--- config.mk ---
export PLATFORM = sky130hd
export DESIGN_NAME = fri_top
export DESIGN_NICKNAME = d
export VERILOG_FILES = /design/src/verilog/fri_pkg.sv /design/src/verilog/fri_cache_line.sv /design/src/verilog/fri_ahb_port.sv /design/src/verilog/fri_top.sv
export SDC_FILE = /design/constraint.sdc
export NUM_CORES = 1
export LEC_CHECK = 0
export ABC_AREA = 1
export BUFFER_PORTS_ARGS = -buffer_cell sky130_fd_sc_hd__buf_2
export CAP_MARGIN = 20
export CORE_ASPECT_RATIO = 2
export CORE_MARGIN = 3
export CORE_UTILIZATION = 35
export DETAILED_ROUTE_END_ITERATION = 12
export PLACE_DENSITY = 0.64
export SLEW_MARGIN = 20
export SYNTH_ARGS = -nofsm -noshare
export SYNTH_HDL_FRONTEND = slang
export SYNTH_HIERARCHICAL = 1
export SYNTH_SLANG_ARGS = --single-unit
--- constraint.sdc ---
create_clock -name mclk -period 4.4 [get_ports mclk]
set_clock_uncertainty 0.1 [all_clocks]
set_input_delay 0.22 -clock mclk [delete_from_list [all_inputs] [get_ports mclk]]
set_output_delay 0.22 -clock mclk [all_outputs]
set_load 0.005 [all_outputs]
--- src/verilog/fri_pkg.sv ---
// constants, types and helpers shared by the flash read interface
package fri_pkg;

   // ******************************************************************
   // register byte addresses
   // ******************************************************************
   localparam logic [31:0] FRI_CLK_EN_ADDR = 32'h4000402C;
   localparam logic [31:0] FRI_CLK_STAT_ADDR = 32'h40004030;
   localparam logic [31:0] FRI_ACR_ADDR = 32'h40008000;
   localparam logic [31:0] FRI_KEY_ADDR = 32'h40008004;
   localparam logic [31:0] FRI_OPTKEY_ADDR = 32'h40008008;
   localparam logic [31:0] FRI_STAT_ADDR = 32'h4000800C;
   localparam logic [31:0] FRI_CTRL_ADDR = 32'h40008010;
   localparam logic [31:0] FRI_TADDR_ADDR = 32'h40008014;
   localparam logic [31:0] FRI_RSVD_ADDR = 32'h40008018;
   localparam logic [31:0] FRI_OBV_ADDR = 32'h4000801C;
   localparam logic [31:0] FRI_WPV_ADDR = 32'h40008020;

   // ******************************************************************
   // field positions and reset values
   // ******************************************************************
   localparam int FRI_ACR_LAT_LSB = 0;
   localparam int FRI_ACR_LAT_W = 3;
   localparam int FRI_ACR_CACHE_BIT = 4;
   localparam int FRI_CLK_EN_BIT = 0;
   localparam int FRI_CLK_RDY_BIT = 0;
   localparam int FRI_STAT_BUSY_BIT = 0;
   localparam logic [FRI_ACR_LAT_W-1:0] FRI_LAT_RESET = 3'h0;
   localparam logic FRI_CACHE_RESET = 1'b0;
   localparam logic FRI_CLK_EN_RESET = 1'b0;

   // ******************************************************************
   // flash regions
   // ******************************************************************
   localparam logic [31:0] FRI_MAIN_BASE = 32'h08000000;
   localparam int FRI_PAGE_BYTES = 2048;
   localparam int FRI_PAGE_COUNT = 128;
   localparam logic [31:0] FRI_MAIN_LAST = 32'h0803FFFF;
   localparam logic [31:0] FRI_SYS_BASE = 32'h08040000;
   localparam logic [31:0] FRI_SYS_LAST = 32'h080407FF;
   localparam logic [31:0] FRI_OPT_BASE = 32'h08040800;
   localparam logic [31:0] FRI_OPT_LAST = 32'h0804080F;
   localparam logic [31:0] FRI_CUST_BASE = 32'h08040810;
   localparam logic [31:0] FRI_CUST_LAST = 32'h08040FFF;
   localparam logic [31:0] FRI_EXT_BASE = 32'h08041000;
   localparam logic [31:0] FRI_EXT_LAST = 32'h08044FFF;

   // ******************************************************************
   // bus encodings and states
   // ******************************************************************
   localparam logic FRI_HRESP_OKAY = 1'b0;
   localparam logic FRI_HRESP_ERROR = 1'b1;
   localparam int FRI_TAG_W = 29;

   typedef enum logic [1:0] {PORT_IDLE, PORT_WAIT, PORT_ERR} fri_port_state_e;
   typedef enum logic {ARR_IDLE, ARR_READ} fri_arr_state_e;

   // address lies in main array or information block
   function automatic logic fri_in_flash(input logic [31:0] addr);
      fri_in_flash = ((addr >= FRI_MAIN_BASE) && (addr <= FRI_MAIN_LAST)) ||
                     ((addr >= FRI_SYS_BASE) && (addr <= FRI_EXT_LAST));
   endfunction : fri_in_flash

endpackage : fri_pkg

--- src/verilog/fri_cache_line.sv ---
// single direct mapped prefetch line
`timescale 1ns/100ps
module fri_cache_line (
   input wire logic mclk,
   input wire logic nrst,
   input wire logic clkEn,
   input wire logic fill,
   input wire logic [fri_pkg::FRI_TAG_W-1:0] fillTag,
   input wire logic [63:0] fillLine,
   input wire logic invalidate,
   output logic lineValid,
   output logic [fri_pkg::FRI_TAG_W-1:0] lineTag,
   output logic [63:0] lineData
);
   import fri_pkg::*;

   // valid flag, invalidate wins over a fill
   always_ff @(posedge mclk or negedge nrst) begin
      if (!nrst) begin
         lineValid <= 1'b0;
      end else if (clkEn) begin
         if (invalidate) begin
            lineValid <= 1'b0;
         end else if (fill) begin
            lineValid <= 1'b1;
         end
      end
   end

   // tag and both instruction words of the line
   always_ff @(posedge mclk or negedge nrst) begin
      if (!nrst) begin
         lineTag <= '0;
         lineData <= 64'h0000000000000000;
      end else if (clkEn && fill) begin
         lineTag <= fillTag;
         lineData <= fillLine;
      end
   end

endmodule : fri_cache_line

--- src/verilog/fri_ahb_port.sv ---
// read only bus slave port with registered response
`timescale 1ns/100ps
module fri_ahb_port (
   input wire logic mclk,
   input wire logic nrst,
   input wire logic clkEn,
   input wire logic lowPower,
   input wire logic hsel,
   input wire logic [1:0] htrans,
   input wire logic hwrite,
   input wire logic [31:0] haddr,
   input wire logic hready,
   output logic hreadyOut,
   output logic [31:0] hrdata,
   output logic hresp,
   output logic reqPending,
   output logic [31:0] reqAddr,
   input wire logic done,
   input wire logic [31:0] doneData,
   input wire logic abort
);
   import fri_pkg::*;

   fri_port_state_e state_reg;
   logic accept;

   // address phase of an active transfer
   assign accept = hsel && htrans[1] && hready;
   assign reqPending = (state_reg == PORT_WAIT);

   // transfer sequencing and response
   always_ff @(posedge mclk or negedge nrst) begin
      if (!nrst) begin
         state_reg <= PORT_IDLE;
         hreadyOut <= 1'b1;
         hresp <= FRI_HRESP_OKAY;
         hrdata <= 32'h00000000;
         reqAddr <= 32'h00000000;
      end else if (clkEn) begin
         case (state_reg)
            PORT_IDLE: begin
               hresp <= FRI_HRESP_OKAY;
               hreadyOut <= 1'b1;
               if (accept) begin
                  reqAddr <= haddr;
                  hreadyOut <= 1'b0;
                  if (hwrite || lowPower || !fri_in_flash(haddr)) begin
                     hresp <= FRI_HRESP_ERROR;
                     state_reg <= PORT_ERR;
                  end else begin
                     state_reg <= PORT_WAIT;
                  end
               end
            end
            PORT_WAIT: begin
               if (abort) begin
                  hresp <= FRI_HRESP_ERROR;
                  state_reg <= PORT_ERR;
               end else if (done) begin
                  hrdata <= doneData;
                  hreadyOut <= 1'b1;
                  state_reg <= PORT_IDLE;
               end
            end
            PORT_ERR: begin
               hreadyOut <= 1'b1; // second error cycle
               state_reg <= PORT_IDLE;
            end
            default: begin
               state_reg <= PORT_IDLE;
            end
         endcase
      end
   end

endmodule : fri_ahb_port

--- src/verilog/fri_top.sv ---
// flash read interface: two read ports, prefetch line, arbiter, registers
//
// Local design decision: the APB register port.
`timescale 1ns/100ps
module fri_top (
   input wire logic mclk,
   input wire logic nrst,
   input wire logic clkEn,
   input wire logic psel,
   input wire logic penable,
   input wire logic pwrite,
   input wire logic [31:0] paddr,
   input wire logic [31:0] pwdata,
   output logic [31:0] prdata,
   output logic pready,
   output logic pslverr,
   input wire logic iHsel,
   input wire logic [1:0] iHtrans,
   input wire logic iHwrite,
   input wire logic [31:0] iHaddr,
   input wire logic iHready,
   output logic iHreadyOut,
   output logic [31:0] iHrdata,
   output logic iHresp,
   input wire logic dHsel,
   input wire logic [1:0] dHtrans,
   input wire logic dHwrite,
   input wire logic [31:0] dHaddr,
   input wire logic dHready,
   output logic dHreadyOut,
   output logic [31:0] dHrdata,
   output logic dHresp,
   output logic [fri_pkg::FRI_TAG_W-1:0] arrAddr,
   output logic arrRead,
   input wire logic [63:0] arrData,
   input wire logic pgmBusy,
   input wire logic lowPower,
   output logic ctlClkEnable,
   input wire logic ctlClkAck
);
   import fri_pkg::*;
   // two bus ports, one array sequencer
   // data port wins ties with fetches
   // hits answered from the line alone

   // ******************************************************************
   // declarations
   // ******************************************************************
   // register bus state
   logic [FRI_ACR_LAT_W-1:0] lat_reg;
   logic cacheEn_reg;
   logic ackMeta_reg;
   logic ackSync_reg;
   logic [31:0] rdMux;
   logic [31:0] acrValue;
   logic mapped;
   logic apbSetup;
   logic apbWrite;

   // port requests and completions
   logic iPending;
   logic dPending;
   logic [31:0] iReqAddr;
   logic [31:0] dReqAddr;
   logic iDone;
   logic dDone;
   logic [31:0] iDoneData;
   logic [31:0] dDoneData;
   logic iAbort;
   logic dAbort;

   // sequencer and arbiter
   fri_arr_state_e arrState_reg;
   logic [FRI_ACR_LAT_W-1:0] cnt_reg;
   logic ownerData_reg;
   logic canServe;
   logic grantD;
   logic grantI;
   logic arrDone;
   logic hit;
   logic iHit;

   // prefetch line view
   logic lineValid;
   logic [FRI_TAG_W-1:0] lineTag;
   logic [63:0] lineData;
   logic fill;
   logic invalidate;

   // ******************************************************************
   // register bus slave
   // ******************************************************************

   // writes commit only at the ready edge
   // setup and committing access phases
   assign apbSetup = psel && !penable;
   assign apbWrite = psel && penable && pready && pwrite && mapped;

   // reserved bits read as zero
   // access control word as software sees it
   always_comb begin
      acrValue = 32'h00000000;
      acrValue[FRI_ACR_LAT_LSB +: FRI_ACR_LAT_W] = lat_reg;
      acrValue[FRI_ACR_CACHE_BIT] = cacheEn_reg;
   end

   // unmapped addresses read zero with error
   // read mux and address decode
   always_comb begin
      rdMux = 32'h00000000;
      mapped = 1'b1;
      case (paddr)
         FRI_CLK_EN_ADDR: begin
            rdMux[FRI_CLK_EN_BIT] = ctlClkEnable;
         end
         FRI_CLK_STAT_ADDR: begin
            rdMux[FRI_CLK_RDY_BIT] = ackSync_reg;
         end
         FRI_ACR_ADDR: begin
            rdMux = acrValue;
         end
         FRI_STAT_ADDR: begin
            rdMux[FRI_STAT_BUSY_BIT] = pgmBusy;
         end
         FRI_KEY_ADDR, FRI_OPTKEY_ADDR, FRI_CTRL_ADDR, FRI_TADDR_ADDR,
         FRI_RSVD_ADDR, FRI_OBV_ADDR, FRI_WPV_ADDR: begin
            rdMux = 32'h00000000; // handled by the program/erase side
         end
         default: begin
            mapped = 1'b0;
         end
      endcase
   end

   // registered answer keeps pready off the
   // address decode path; adds no wait state
   // no wait state: answer registered during setup
   always_ff @(posedge mclk or negedge nrst) begin
      if (!nrst) begin
         pready <= 1'b0;
         prdata <= 32'h00000000;
         pslverr <= 1'b0;
      end else if (clkEn) begin
         pready <= apbSetup;
         if (apbSetup) begin
            prdata <= pwrite ? 32'h00000000 : rdMux;
            pslverr <= !mapped;
         end
      end
   end

   // latency change takes effect at the
   // next array read or busy restart, not otherwise mid-read
   // access control register
   always_ff @(posedge mclk or negedge nrst) begin
      if (!nrst) begin
         lat_reg <= FRI_LAT_RESET;
         cacheEn_reg <= FRI_CACHE_RESET;
      end else if (clkEn && apbWrite && (paddr == FRI_ACR_ADDR)) begin
         lat_reg <= pwdata[FRI_ACR_LAT_LSB +: FRI_ACR_LAT_W];
         cacheEn_reg <= pwdata[FRI_ACR_CACHE_BIT];
      end
   end

   // bit 0 gates the program/erase clock
   // controller clock enable register
   always_ff @(posedge mclk or negedge nrst) begin
      if (!nrst) begin
         ctlClkEnable <= FRI_CLK_EN_RESET;
      end else if (clkEn && apbWrite && (paddr == FRI_CLK_EN_ADDR)) begin
         ctlClkEnable <= pwdata[FRI_CLK_EN_BIT];
      end
   end

   // status bit lags the acknowledge by one
   // or two cycles; software polls it
   // clock ready acknowledge comes from another domain
   always_ff @(posedge mclk or negedge nrst) begin
      if (!nrst) begin
         ackMeta_reg <= 1'b0;
         ackSync_reg <= 1'b0;
      end else if (clkEn) begin
         ackMeta_reg <= ctlClkAck;
         ackSync_reg <= ackMeta_reg;
      end
   end

   // ******************************************************************
   // processor facing read ports
   // ******************************************************************

   // both ports are the same slave; only
   // the completion strobes differ
   // instruction fetch port
   fri_ahb_port u_iport (
      .mclk(mclk),
      .nrst(nrst),
      .clkEn(clkEn),
      .lowPower(lowPower),
      .hsel(iHsel),
      .htrans(iHtrans),
      .hwrite(iHwrite),
      .haddr(iHaddr),
      .hready(iHready),
      .hreadyOut(iHreadyOut),
      .hrdata(iHrdata),
      .hresp(iHresp),
      .reqPending(iPending),
      .reqAddr(iReqAddr),
      .done(iDone),
      .doneData(iDoneData),
      .abort(iAbort)
   );

   // literal and constant loads, no line
   // literal and data port
   fri_ahb_port u_dport (
      .mclk(mclk),
      .nrst(nrst),
      .clkEn(clkEn),
      .lowPower(lowPower),
      .hsel(dHsel),
      .htrans(dHtrans),
      .hwrite(dHwrite),
      .haddr(dHaddr),
      .hready(dHready),
      .hreadyOut(dHreadyOut),
      .hrdata(dHrdata),
      .hresp(dHresp),
      .reqPending(dPending),
      .reqAddr(dReqAddr),
      .done(dDone),
      .doneData(dDoneData),
      .abort(dAbort)
   );

   // ******************************************************************
   // prefetch line
   // ******************************************************************

   // tag is the line address, bits 31 to 3
   // a stale tag after disable never hits
   // hit needs an enabled, valid line with matching tag
   assign hit = cacheEn_reg && lineValid && (lineTag == iReqAddr[31:3]);
   assign iHit = hit && iPending && canServe;

   // data reads must not disturb the line
   // program/erase may change the array under it
   // refill on instruction array reads only, drop line when stale
   assign fill = arrDone && !ownerData_reg && cacheEn_reg;
   assign invalidate = !cacheEn_reg || pgmBusy;

   fri_cache_line u_line (
      .mclk(mclk),
      .nrst(nrst),
      .clkEn(clkEn),
      .fill(fill),
      .fillTag(iReqAddr[31:3]),
      .fillLine(arrData),
      .invalidate(invalidate),
      .lineValid(lineValid),
      .lineTag(lineTag),
      .lineData(lineData)
   );

   // ******************************************************************
   // arbiter and array sequencer
   // ******************************************************************

   // stalled reads keep ready low and wait
   // rather than return stale array data
   // nothing is served during program/erase or low power
   assign canServe = !pgmBusy && !lowPower;

   // an in-flight read is never preempted
   // data port first, instruction port only on a miss
   assign grantD = (arrState_reg == ARR_IDLE) && canServe && dPending;
   assign grantI = (arrState_reg == ARR_IDLE) && canServe && !dPending &&
                   iPending && !hit;

   // last held cycle of an array read
   assign arrDone = (arrState_reg == ARR_READ) && (cnt_reg == '0) && canServe;

   // abort turns into a two-cycle error
   // pending requests dropped in low power
   assign iAbort = lowPower && iPending;
   assign dAbort = lowPower && dPending;

   // address bit 2 picks the word of the line
   // completion strobes and word selection within the line
   assign dDone = arrDone && ownerData_reg;
   assign iDone = (arrDone && !ownerData_reg) || iHit;
   assign dDoneData = dReqAddr[2] ? arrData[63:32] : arrData[31:0];
   always_comb begin
      if (arrDone && !ownerData_reg) begin
         iDoneData = iReqAddr[2] ? arrData[63:32] : arrData[31:0];
      end else begin
         iDoneData = iReqAddr[2] ? lineData[63:32] : lineData[31:0];
      end
   end

   // zero latency gives a one-cycle strobe
   // busy restarts the count so the array
   // sees a full hold after the operation
   // array read controls held for latency plus one cycles
   always_ff @(posedge mclk or negedge nrst) begin
      if (!nrst) begin
         arrState_reg <= ARR_IDLE;
         arrRead <= 1'b0;
         arrAddr <= '0;
         cnt_reg <= FRI_LAT_RESET;
         ownerData_reg <= 1'b0;
      end else if (clkEn) begin
         case (arrState_reg)
            ARR_IDLE: begin
               if (grantD || grantI) begin
                  arrRead <= 1'b1;
                  arrAddr <= grantD ? dReqAddr[31:3] : iReqAddr[31:3];
                  cnt_reg <= lat_reg;
                  ownerData_reg <= grantD;
                  arrState_reg <= ARR_READ;
               end
            end
            ARR_READ: begin
               if (lowPower) begin
                  arrRead <= 1'b0;
                  arrState_reg <= ARR_IDLE;
               end else if (pgmBusy) begin
                  cnt_reg <= lat_reg; // restart once idle
               end else if (cnt_reg == '0) begin
                  arrRead <= 1'b0;
                  arrState_reg <= ARR_IDLE;
               end else begin
                  cnt_reg <= FRI_ACR_LAT_W'(cnt_reg - 1'b1);
               end
            end
            default: begin
               arrState_reg <= ARR_IDLE;
            end
         endcase
      end
   end

endmodule : fri_top

==> summary.md, run 1 <==
| Metric | Value |
|---|---|
| Post-Syn Area | 14,200 µm² |
| Least-Margin Pin Slew | approximately 900 ps |
| Initial antenna violation count | 0 |
| Post-DP HPWL | 28.3 mm |
| Worst Hold Class | in -> reg |
| Largest net degree at the start of global routing | 105 |
| Setup Viol. Count Final | 0 |
| Ant diodes | 0 |
| Share of layout cells above drive strength 1 | about a quarter |
| Worst-skew pair later-pin latency | 550 ps |
| Die H | a little under 300 µm |
| Maximum fanout along the worst path | 18 |
| # IOs | 344 |
| Worst hold start | iHwrite |
| CP Class | reg -> reg |
| Filler cell count | between 3,000 and 4,000 |
| Area Growth Syn to Fin | 27.5% |
| FF/Latch Area | 6860 µm² |
| Global-route usage over all layers | 19.3% |
| Die area | 43,200 µm² |
| R2r startpoint | cnt_reg[0]$_DFFE_PN0P_ |
| Gate Count Post-Synth | 1,659 |
| Critical Path, Cell by Cell | inv_1 > ha_1 > nand3b_1 > nor4_1 > nand4_4 > buf_12 > mux2_4 |
| Hold path depth | 6 |
| Fin. max-slew vios | 0 |
| FMAX | 360 MHz |
| Power per cell area | 389 nW/µm² |
| Sink Count | ~270 |
| Top Family by Delay on Critical Path | simple AND/OR/NAND/NOR gates |
| Num CTS Buffers | 28 |
| Max FFs per register | 64 |
| Crit path launch type | flip-flop |
| Max cap viols | 0 |
| Synth warn | 6 |
| Element type at the critical path end | flip-flop |
| Critical-path top delay cell | nand4_4 |
| Routed Wire Length | 42.1 mm |
| R2R Setup Slk | 1620 ps |
| Critical Path RT | between 4000 and 5000 ps |
| Nets | 2,248 |
| CTS tree | built |
| Vias | 12,400 |
| Die Wd | 149 µm |
| Area occupied by multi-input gates | 6200 µm² |
| Worst EP arrival | 3110 ps |
| Gr ovfl total | 0 |
| Status | finished clean |
| CTS clk-pin slew, worst paths | roughly 60 ps |
| CTS max path bufs | 3 |
| Htree depth | 1 |
| R2r endpoint | u_dport/hrdata[17]$_DFFE_PN0P_ |
| Routed wire per std cell | ~16 µm |
| Via/cell ratio | around 4.8 |
| Buf/Inv on CP | 2 |
| RSZ-0062 raised after global routing | false |
| R2R cell count | 7 |
| Top reg by flops | u_line/lineData |
| DP Area | 15,800 µm² |
| Period utilization | a little over three fifths |
| DR pass1 iterations | 5 |
| Setup TNS | 0 ps |
| Row cnt | a little over 100 |
| DRT iter0 DRCs | 597 |
| Core Box Area | 39,800 µm² |
| Global-route wire length before repair | 67.8 mm |
| Leakage | ~9.9 nW |
| DRC viols | 0 |
| Initial Util | 35.7% |
| CTS Root Cell | clkbuf_16 |
| Syn avg cell area | 8.57 µm² |
| Count of buffers from port buffering | 281 |
| Max-slew headroom | between 40% and 50% |
| RD Place Congestion | 0.801 |
| Crit-path max cell delay | around 570 ps |
| Largest regs | u_line/lineData x64, u_dport/hrdata x32, u_iport/hrdata x32 |
| Worst vdd ir | approximately 0.26 mV |
| Hold Vio Cnt, Final | 0 |
| Vias in the first global route | 13,000 |
| Post-route ant nets | 0 |
| Total Power | slightly above 7 mW |
| Resize count post-CTS | 0 |
| Post-layout min period | about 2800 ps |
| Cell area after layout | 18,100 µm² |
| Hold Path Sink | u_iport/state_reg[0]$_DFFE_PN0P_ |
[where the power goes]
| group | internal (mW) | switching, mW | total, mW | leakage, nW |
|---|---|---|---|---|
| logic | 0.685 | 0.795 | 1.48 | 5.74 |
| clock network | 1.55 | 1.03 | 2.58 | 0.476 |
| registers | 2.77 | 0.222 | 2.99 | 3.72 |
[through the flow]
step	cells	setup slack [ps]	hold slack, ps	util (%)
after global placement	2390	1380	204	39.7
after CTS	2571	1320	3.69	45.5
after detailed placement	2390	1320	213	39.7
after global routing	2572	1540	52.4	45.5
final	2572	1620	35.7	45.5
after floorplan	1686	2290	-176	-
[layout by cell type, fill, tap and decap left out, drive strengths merged]
master         n
o21ai        182
nand3        126
clkinvlp       1
bufinv         5
nor2          74
dfstp          2
conb          28
xor2           2
inv          149
dfrtp        272
nand2        532
mux2          91
or2           33
a32o           3
buf          295
clkinv         4
and3           1
xnor2          4
mux2i          8
ha             8
dlygate4sd3  133
clkbuf        37
o22ai          1
nor4b          1
nand3b         3
nor4           2
a21oi          6
nor3           5
nand4          6
o211ai        33
[worst max-delay path by stage]
stage / start / endpoint / slack [ps] / cells past startpoint
final: cnt_reg[0]$_DFFE_PN0P_ / u_dport/hrdata[17]$_DFFE_PN0P_ / 1620 / 7
after global routing: cnt_reg[0]$_DFFE_PN0P_ / u_dport/hrdata[18]$_DFFE_PN0P_ / 1540 / 7
after CTS: cnt_reg[0]$_DFFE_PN0P_ / u_dport/hrdata[25]$_DFFE_PN0P_ / 1320 / 6
after detailed placement: cnt_reg[0]$_DFFE_PN0P_ / u_dport/hrdata[24]$_DFFE_PN0P_ / 1320 / 6
after global placement: cnt_reg[0]$_DFFE_PN0P_ / u_dport/hrdata[24]$_DFFE_PN0P_ / 1380 / 6
after floorplan: cnt_reg[0]$_DFFE_PN0P_ / u_iport/hrdata[0]$_DFFE_PN0P_ / 2290 / 9
[routing by layer]
layer,wire length (µm),vias to the layer above,GRT usage [%]
met5,0,-,0
met4,1340,0,7.08
met3,2250,80,2.55
met2,22500,427,36.4
met1,16000,5912,21.6
li1,-,6009,-
[final cells by class]
cell class / count / area share, %
flip-flops and latches: 274 / 37.8
multi-input cells: 1149 / 34.2
repair buffers: 428 / 15.9
clock buffers: 37 / 4.33
well taps: 525 / 3.62
inverters: 148 / 3.06
clock inverters: 11 / 1.07
[worst reg2reg max path, cell delays in order, from the launching register on]
cell      delay (ps)
dfrtp_1          390
inv_1             80
ha_1             140
nand3b_1         120
nor4_1           510
nand4_4          570
buf_12           410
mux2_4           340
[what timing repair did]
item,4_1_cts,5_1_grt
hold buffers,133,0
buffers inserted,0,0
hold endpoints to repair,269,0
No activity file was read; power rests on OpenSTA's default activity.
==> inputs of run 2 (changes only) <==
--- a/config.mk
+++ b/config.mk
@@ -5,7 +5,7 @@
 export SDC_FILE = /design/constraint.sdc
 export NUM_CORES = 1
 export LEC_CHECK = 0
-export ABC_AREA = 1
+export ABC_AREA = 0
 export BUFFER_PORTS_ARGS = -buffer_cell sky130_fd_sc_hd__buf_2
 export CAP_MARGIN = 20
 export CORE_ASPECT_RATIO = 2
==> constraint.sdc (replaced) <==
create_clock -name mclk -period 2.7 [get_ports mclk]
set_clock_uncertainty 0.1 [all_clocks]
set_input_delay 0.135 -clock mclk [delete_from_list [all_inputs] [get_ports mclk]]
set_output_delay 0.135 -clock mclk [all_outputs]
set_load 0.005 [all_outputs]
==> summary.md, run 2 <==
| Metric | Value |
|---|---|
| Placed Cells | 1,702 (-29%) |
| Htree depth | 1 (unchanged) |
| Postcts setup bufs | 0 (unchanged) |
| RD Place Congestion | 0.840 (+4.9%) |
| Vias in the first global route | 10,300 (-21%) |
| Most frequent cells in the layout | 280 x buf_2, 270 x dfrtp_1, 156 x mux2_4 |
| Nets | 1,584 (-30%) |
| Initial Util | 35.7% (about the same) |
| Fin. max-slew vios | 0 (unchanged) |
| Setup ws final | 146 ps (-1470 ps) |
| Power per cell area | 651 nW/µm² (+68%) |
| Resize count post-CTS | 0 (unchanged) |
| CTS clk-pin slew, worst paths | 70 ps (about the same) |
| DRT iter0 DRCs | 257 (-57%) |
| Area Growth Syn to Fin | 32.1% |
| Commonest non-fill, non-tap cell in the layout | buf_2 |
| Global-route wire length before repair | 58.4 mm (-14%) |
| Max cap viols | 0 (unchanged) |
| # hold bufs at CTS | 150 (+13%) |
| Core Box Area | 38,300 µm² (-3.8%) |
| Hold Vio Cnt, Final | 0 (unchanged) |
| Post-route ant nets | 0 (unchanged) |
| Post-layout min period | 2550 ps (-226 ps) |
| Setup TNS | 0 ps (unchanged) |
| CP Class | reg -> reg |
| Min Hold Slack | 54.2 ps (+18.5 ps) |
| Gr ovfl total | 0 (unchanged) |
| Global-route usage over all layers | 17.4% (-1.9 points) |
| Routed wire per std cell | 19.4 µm (+18%) |
| Status | finished clean |
| Least-Margin Pin Slew | 926 ps (+50.4 ps) |
| Critical Path RT | 3020 ps (-1710 ps) |
| RSZ-0062 raised after global routing | false |
| Synth warn | 6 (unchanged) |
| Post-Syn Area | 13,700 µm² (-3.8%) |
| Num CTS Buffers | 26 (-7.1%) |
| Largest regs | u_line/lineData x64, u_dport/hrdata x32, u_iport/hrdata x32 |
| CTS tree | built |
| FMAX | 392 MHz (+8.8%) |
| Initial antenna violation count | 0 (unchanged) |
| CTS Root Cell | clkbuf_16 |
| Share of layout cells above drive strength 1 | 50.8% (+28 points) |
| Gate Count Post-Synth | 922 (-44%) |
| Die area | 41,700 µm² (-3.7%) |
| Row cnt | 101 (-1.9%) |
| Syn avg cell area | 14.8 µm² (+73%) |
| Max FFs per register | 64 (unchanged) |
| Worst EP arrival | 2870 ps (-240 ps) |
| Worst-skew pair later-pin latency | 540 ps (about the same) |
| Final Non-Filler Cells | 1,900 (-26%) |
| CTS max path bufs | 3 (unchanged) |
| Post-DP HPWL | 25.9 mm (-8.3%) |
| Ant diodes | 0 (unchanged) |
| Vias | 9,219 (-26%) |
| Maximum fanout along the worst path | 23 (+5) |
| Worst slack at placement | 151 ps (-1170 ps) |
| Routed Wire Length | 36.8 mm (-13%) |
| Setup Viol. Count Final | 0 (unchanged) |
| Crit path launch type | flip-flop |
| Worst Hold Class | in -> async |
| Via/cell ratio | 4.85 (+0.42%) |
| # IOs | 344 (unchanged) |
| DR pass1 iterations | 4 (-1) |
| Max-slew headroom | 38.3% (-3.4 points) |
| Largest net degree at the start of global routing | 77 (-27%) |
| Element type at the critical path end | flip-flop |
| Worst vdd ir | 0.511 mV (+96%) |
| Sink Count | 274 (unchanged) |
| Top reg by flops | u_line/lineData |
| Die Wd | 146 µm (-1.8%) |
| DRC viols | 0 (unchanged) |
| Count of buffers from port buffering | 281 (unchanged) |
| Die H | 286 µm (-1.9%) |
| Period utilization | 94.6% (+31 points) |
| Leakage | 9.17 nW (-7.7%) |
## run 2: layout make-up
class | count | area [µm²]
Timing Repair Buffer | 466 | 3290
Tap cell | 515 | 644
Clock buffer | 41 | 808
Inverter | 12 | 45.0
Fill cell | 3339 | 20200
Multi-Input combinational cell | 585 | 6320
Sequential cell | 274 | 6860
Clock inverter | 7 | 113
## run 2: critical path, cell delays in order, from the launching register on
cell and delay (ps):
dfrtp_1 420, xor2_1 170, buf_4 150, nor4_1 240, and4_1 230, nor3b_2 210, a31o_2 230, nand4b_4 130
buf_12 200, mux2_4 320
## run 2: final timing paths
| kind | start | end | slack, ps | cells after the start |
|---|---|---|---|---|
| setup / recovery | u_iport/reqAddr[3]$_DFFE_PN0P_ | u_iport/hrdata[24]$_DFFE_PN0P_ | 150 | 9 |
| max in group asynchronous | nrst | u_iport/hrdata[24]$_DFFE_PN0P_ | 1560 | 3 |
| min in group mclk | iHready | u_iport/state_reg[0]$_DFFE_PN0P_ | 70 | 5 |
| hold / removal | nrst | u_iport/hrdata[17]$_DFFE_PN0P_ | 50 | 2 |
| setup reg to reg | u_iport/reqAddr[3]$_DFFE_PN0P_ | u_iport/hrdata[24]$_DFFE_PN0P_ | 150 | 9 |
| hold reg to reg | u_iport/hreadyOut$_DFFE_PN1P_ | u_iport/hreadyOut$_DFFE_PN1P_ | 380 | 2 |
## run 2: per-stage QoR
step                area, µm²  utilization [%]  total power [mW]
floorplan               13800                -              6.76
global placement        15700             40.9              7.72
detailed placement      15700             40.9              7.78
CTS                     18100             47.2              12.0
global route            18100             47.2              12.4
finish                  18100             47.2              11.8
## run 2: routing by layer
layer / track usage (%) / part of all wire [%]
met5: 0 / 0
met4: 6.56 / 3.5
met3: 2.16 / 3.8
met2: 34.0 / 57
met1: 18.8 / 36
## run 2: where the power goes
part	internal (mW)	total, mW	switching (mW)	leakage [nW]
logic	1.52	2.46	0.940	5.06
clock network	2.34	3.95	1.61	0.452
registers	4.72	5.36	0.644	3.67
==> inputs of run 3 (changes only) <==
--- a/config.mk
+++ b/config.mk
@@ -8,11 +8,13 @@
 export ABC_AREA = 0
 export BUFFER_PORTS_ARGS = -buffer_cell sky130_fd_sc_hd__buf_2
 export CAP_MARGIN = 20
+export CELL_PAD_IN_SITES_DETAIL_PLACEMENT = 1
+export CELL_PAD_IN_SITES_GLOBAL_PLACEMENT = 1
 export CORE_ASPECT_RATIO = 2
 export CORE_MARGIN = 3
 export CORE_UTILIZATION = 35
 export DETAILED_ROUTE_END_ITERATION = 12
-export PLACE_DENSITY = 0.64
+export PLACE_DENSITY = 0.75
 export SLEW_MARGIN = 20
 export SYNTH_ARGS = -nofsm -noshare
 export SYNTH_HDL_FRONTEND = slang
==> summary.md, run 3 (synthesis results as in run 2) <==
| Metric | Value |
|---|---|
| Max FFs per register | 64 (unchanged) |
| DP Area | 15,700 µm² (+0.32%) |
| Cell area after layout | 18,200 µm² (+0.78%) |
| Buf/Inv on CP | 1 (-1) |
| Min Hold Slack | 46.1 ps (-8.10 ps) |
| CTS max path bufs | 3 (unchanged) |
| Sw Ratio | 28.6% (+1.4 points) |
| Row cnt | 101 (unchanged) |
| Period utilization | 96.3% (+1.7 points) |
| Routed wire per std cell | 22.3 µm (+15%) |
| DRC viols | 0 (unchanged) |
| Crit path launch type | flip-flop |
| Leakage | 9.23 nW (+0.63%) |
| Filler cell count | 3,964 (+19%) |
| Fin. max-slew vios | 0 (unchanged) |
| # IOs | 344 (unchanged) |
| Top Family by Delay on Critical Path | simple AND/OR/NAND/NOR gates |
| Top reg by flops | u_line/lineData |
| Via/cell ratio | 5.02 (+3.5%) |
| Worst vdd ir | 0.528 mV (+3.3%) |
| Vias in the first global route | 11,400 (+11%) |
| CTS Root Cell | clkbuf_16 |
| Final cell utilization of the core | 47.6% (+0.37 points) |
| CTS clk-pin slew, worst paths | 70 ps (about the same) |
| Routed Wire Length | 42.7 mm (+16%) |
| Die H | 286 µm (unchanged) |
| Setup TNS | 0 ps (unchanged) |
| Worst slack at placement | 93.5 ps (-58.0 ps) |
| Global-route usage over all layers | 20.1% (+2.7 points) |
| Worst EP arrival | 2930 ps (+60 ps) |
| RSZ-0062 raised after global routing | false |
| Status | finished clean |
| Internal | 8.68 mW (+1.2%) |
| CP Class | reg -> reg |
| Clock group share of total power | 34.2% (+0.7 points) |
| Max cap viols | 0 (unchanged) |
| Switching power total | 3.47 mW (+8.7%) |
| Crit-path max cell delay | 430 ps (about the same) |
| Critical-path top delay cell | dfrtp_1 |
| Combinational fraction of design power | 22.4% (+1.5 points) |
| Element type at the critical path end | flip-flop |
| Largest regs | u_line/lineData x64, u_dport/hrdata x32, u_iport/hrdata x32 |
| Least-Margin Pin Slew | 723 ps (-202 ps) |
| Initial Util | 35.7% (unchanged) |
| Most frequent cells in the layout | 280 x buf_2, 270 x dfrtp_1, 156 x mux2_4 |
| Post-layout min period | 2600 ps (+47.0 ps) |
| RD Place Congestion | 0.819 (-2.4%) |
| Maximum fanout along the worst path | 32 (+39%) |
| Total Power | 12.2 mW (+3.2%) |
| Postcts setup bufs | 0 (unchanged) |
| Gr ovfl total | 0 (unchanged) |
| Commonest non-fill, non-tap cell in the layout | buf_2 |
| Worst hold start | psel |
| Worst Hold Class | in -> reg |
| FMAX | 384 MHz (-1.8%) |
| Count of buffers from port buffering | 281 (unchanged) |
| Htree depth | 1 (unchanged) |
| R2r startpoint | u_iport/reqAddr[12]$_DFFE_PN0P_ |
| DR pass1 iterations | 6 (+2) |
| Sequential power share | 43.4% (-2.1 points) |
| Power per cell area | 667 nW/µm² (+2.4%) |
| Global-route wire length before repair | 66.2 mm (+13%) |
| CTS tree | built |
| Max-slew headroom | 51.1% (+13 points) |
| Final Non-Filler Cells | 1,913 (+0.68%) |
| Post-DP HPWL | 28.7 mm (+10%) |
| Core Box Area | 38,300 µm² (unchanged) |
| Die area | 41,700 µm² (unchanged) |
| Setup Viol. Count Final | 0 (unchanged) |
| Die Wd | 146 µm (unchanged) |
| Hold Vio Cnt, Final | 0 (unchanged) |
| DRT iter0 DRCs | 283 (+10%) |
| Initial antenna violation count | 4 (+4) |
| Critical Path, Cell by Cell | xor2_1 > nor4_1 > and4_1 > nor3b_2 > a31o_2 > nand4b_4 > buf_12 > mux2_2 |
| Sink Count | 274 (unchanged) |
| Num CTS Buffers | 27 (+3.8%) |
| Critical Path RT | 3030 ps (about the same) |
| Setup ws final | 99.2 ps (-47.0 ps) |
| Launch point of the worst path | u_iport/reqAddr[12]$_DFFE_PN0P_ |
| Area Growth Syn to Fin | 33.2% |
| Worst-skew pair later-pin latency | 560 ps (+20 ps) |
| Post-route ant nets | 0 (unchanged) |
| Share of layout cells above drive strength 1 | 51.6% (+0.75 points) |
| Nets | 1,592 (+0.51%) |
| Placed Cells | 1,707 (+0.29%) |
| Vias | 9,608 (+4.2%) |
| Largest net degree at the start of global routing | 76 (-1.3%) |
-- run 3: cell type report --
type,count,area [µm²],share of cell area (%)
multi-input combinational,585,6330,34.7
clock buffer,33,758,4.16
timing repair buffer,473,3360,18.5
antenna,4,10.0,0.0549
inverter,12,45.0,0.247
sequential,274,6860,37.7
clock inverter,17,213,1.17
tap,515,644,3.54
-- run 3: final timing paths --
kind                                                   to  slack, ps  cells past startpoint
setup / recovery           u_iport/hrdata[29]$_DFFE_PN0P_        100                      8
min in group asynchronous  u_dport/hrdata[17]$_DFFE_PN0P_         60                      2
max in group asynchronous  u_iport/hrdata[22]$_DFFE_PN0P_       1610                      3
setup reg to reg           u_iport/hrdata[29]$_DFFE_PN0P_        100                      8
hold / removal                     lat_reg[2]$_DFFE_PN0P_         50                      4
hold reg to reg             u_iport/hreadyOut$_DFFE_PN1P_        380                      2
-- run 3: repair_timing --
item / CTS / global route
hold buffers: 152 / 0
resized for setup: 0 / 2
setup endpoints to repair: 0 / 18
hold endpoints to repair: 397 / 0
-- run 3: power groups by stage --
stage	registers, mW	clock network [mW]	logic (mW)
final	5.28	4.16	2.72
after global routing	5.38	4.44	2.92
after CTS	5.28	4.30	2.73
after detailed placement	5.34	0	2.54
after global placement	5.31	0	2.46
after floorplan	5.15	0	1.61
-- run 3: worst register-to-register path: cells and delay by family, from the launching register on --
kind            cells  cell delay (ps)
compound gates      1              290
xor+xnor            1              380
buf+inv             1              270
flops               1              430
mux                 1              430
simple gates        4              590
-- run 3: metal layers --
metal	global-route usage, %	wire length, µm
met1	20.4	14700
met2	39.6	24200
met3	2.68	1610
met4	10.0	2200
met5	0	0
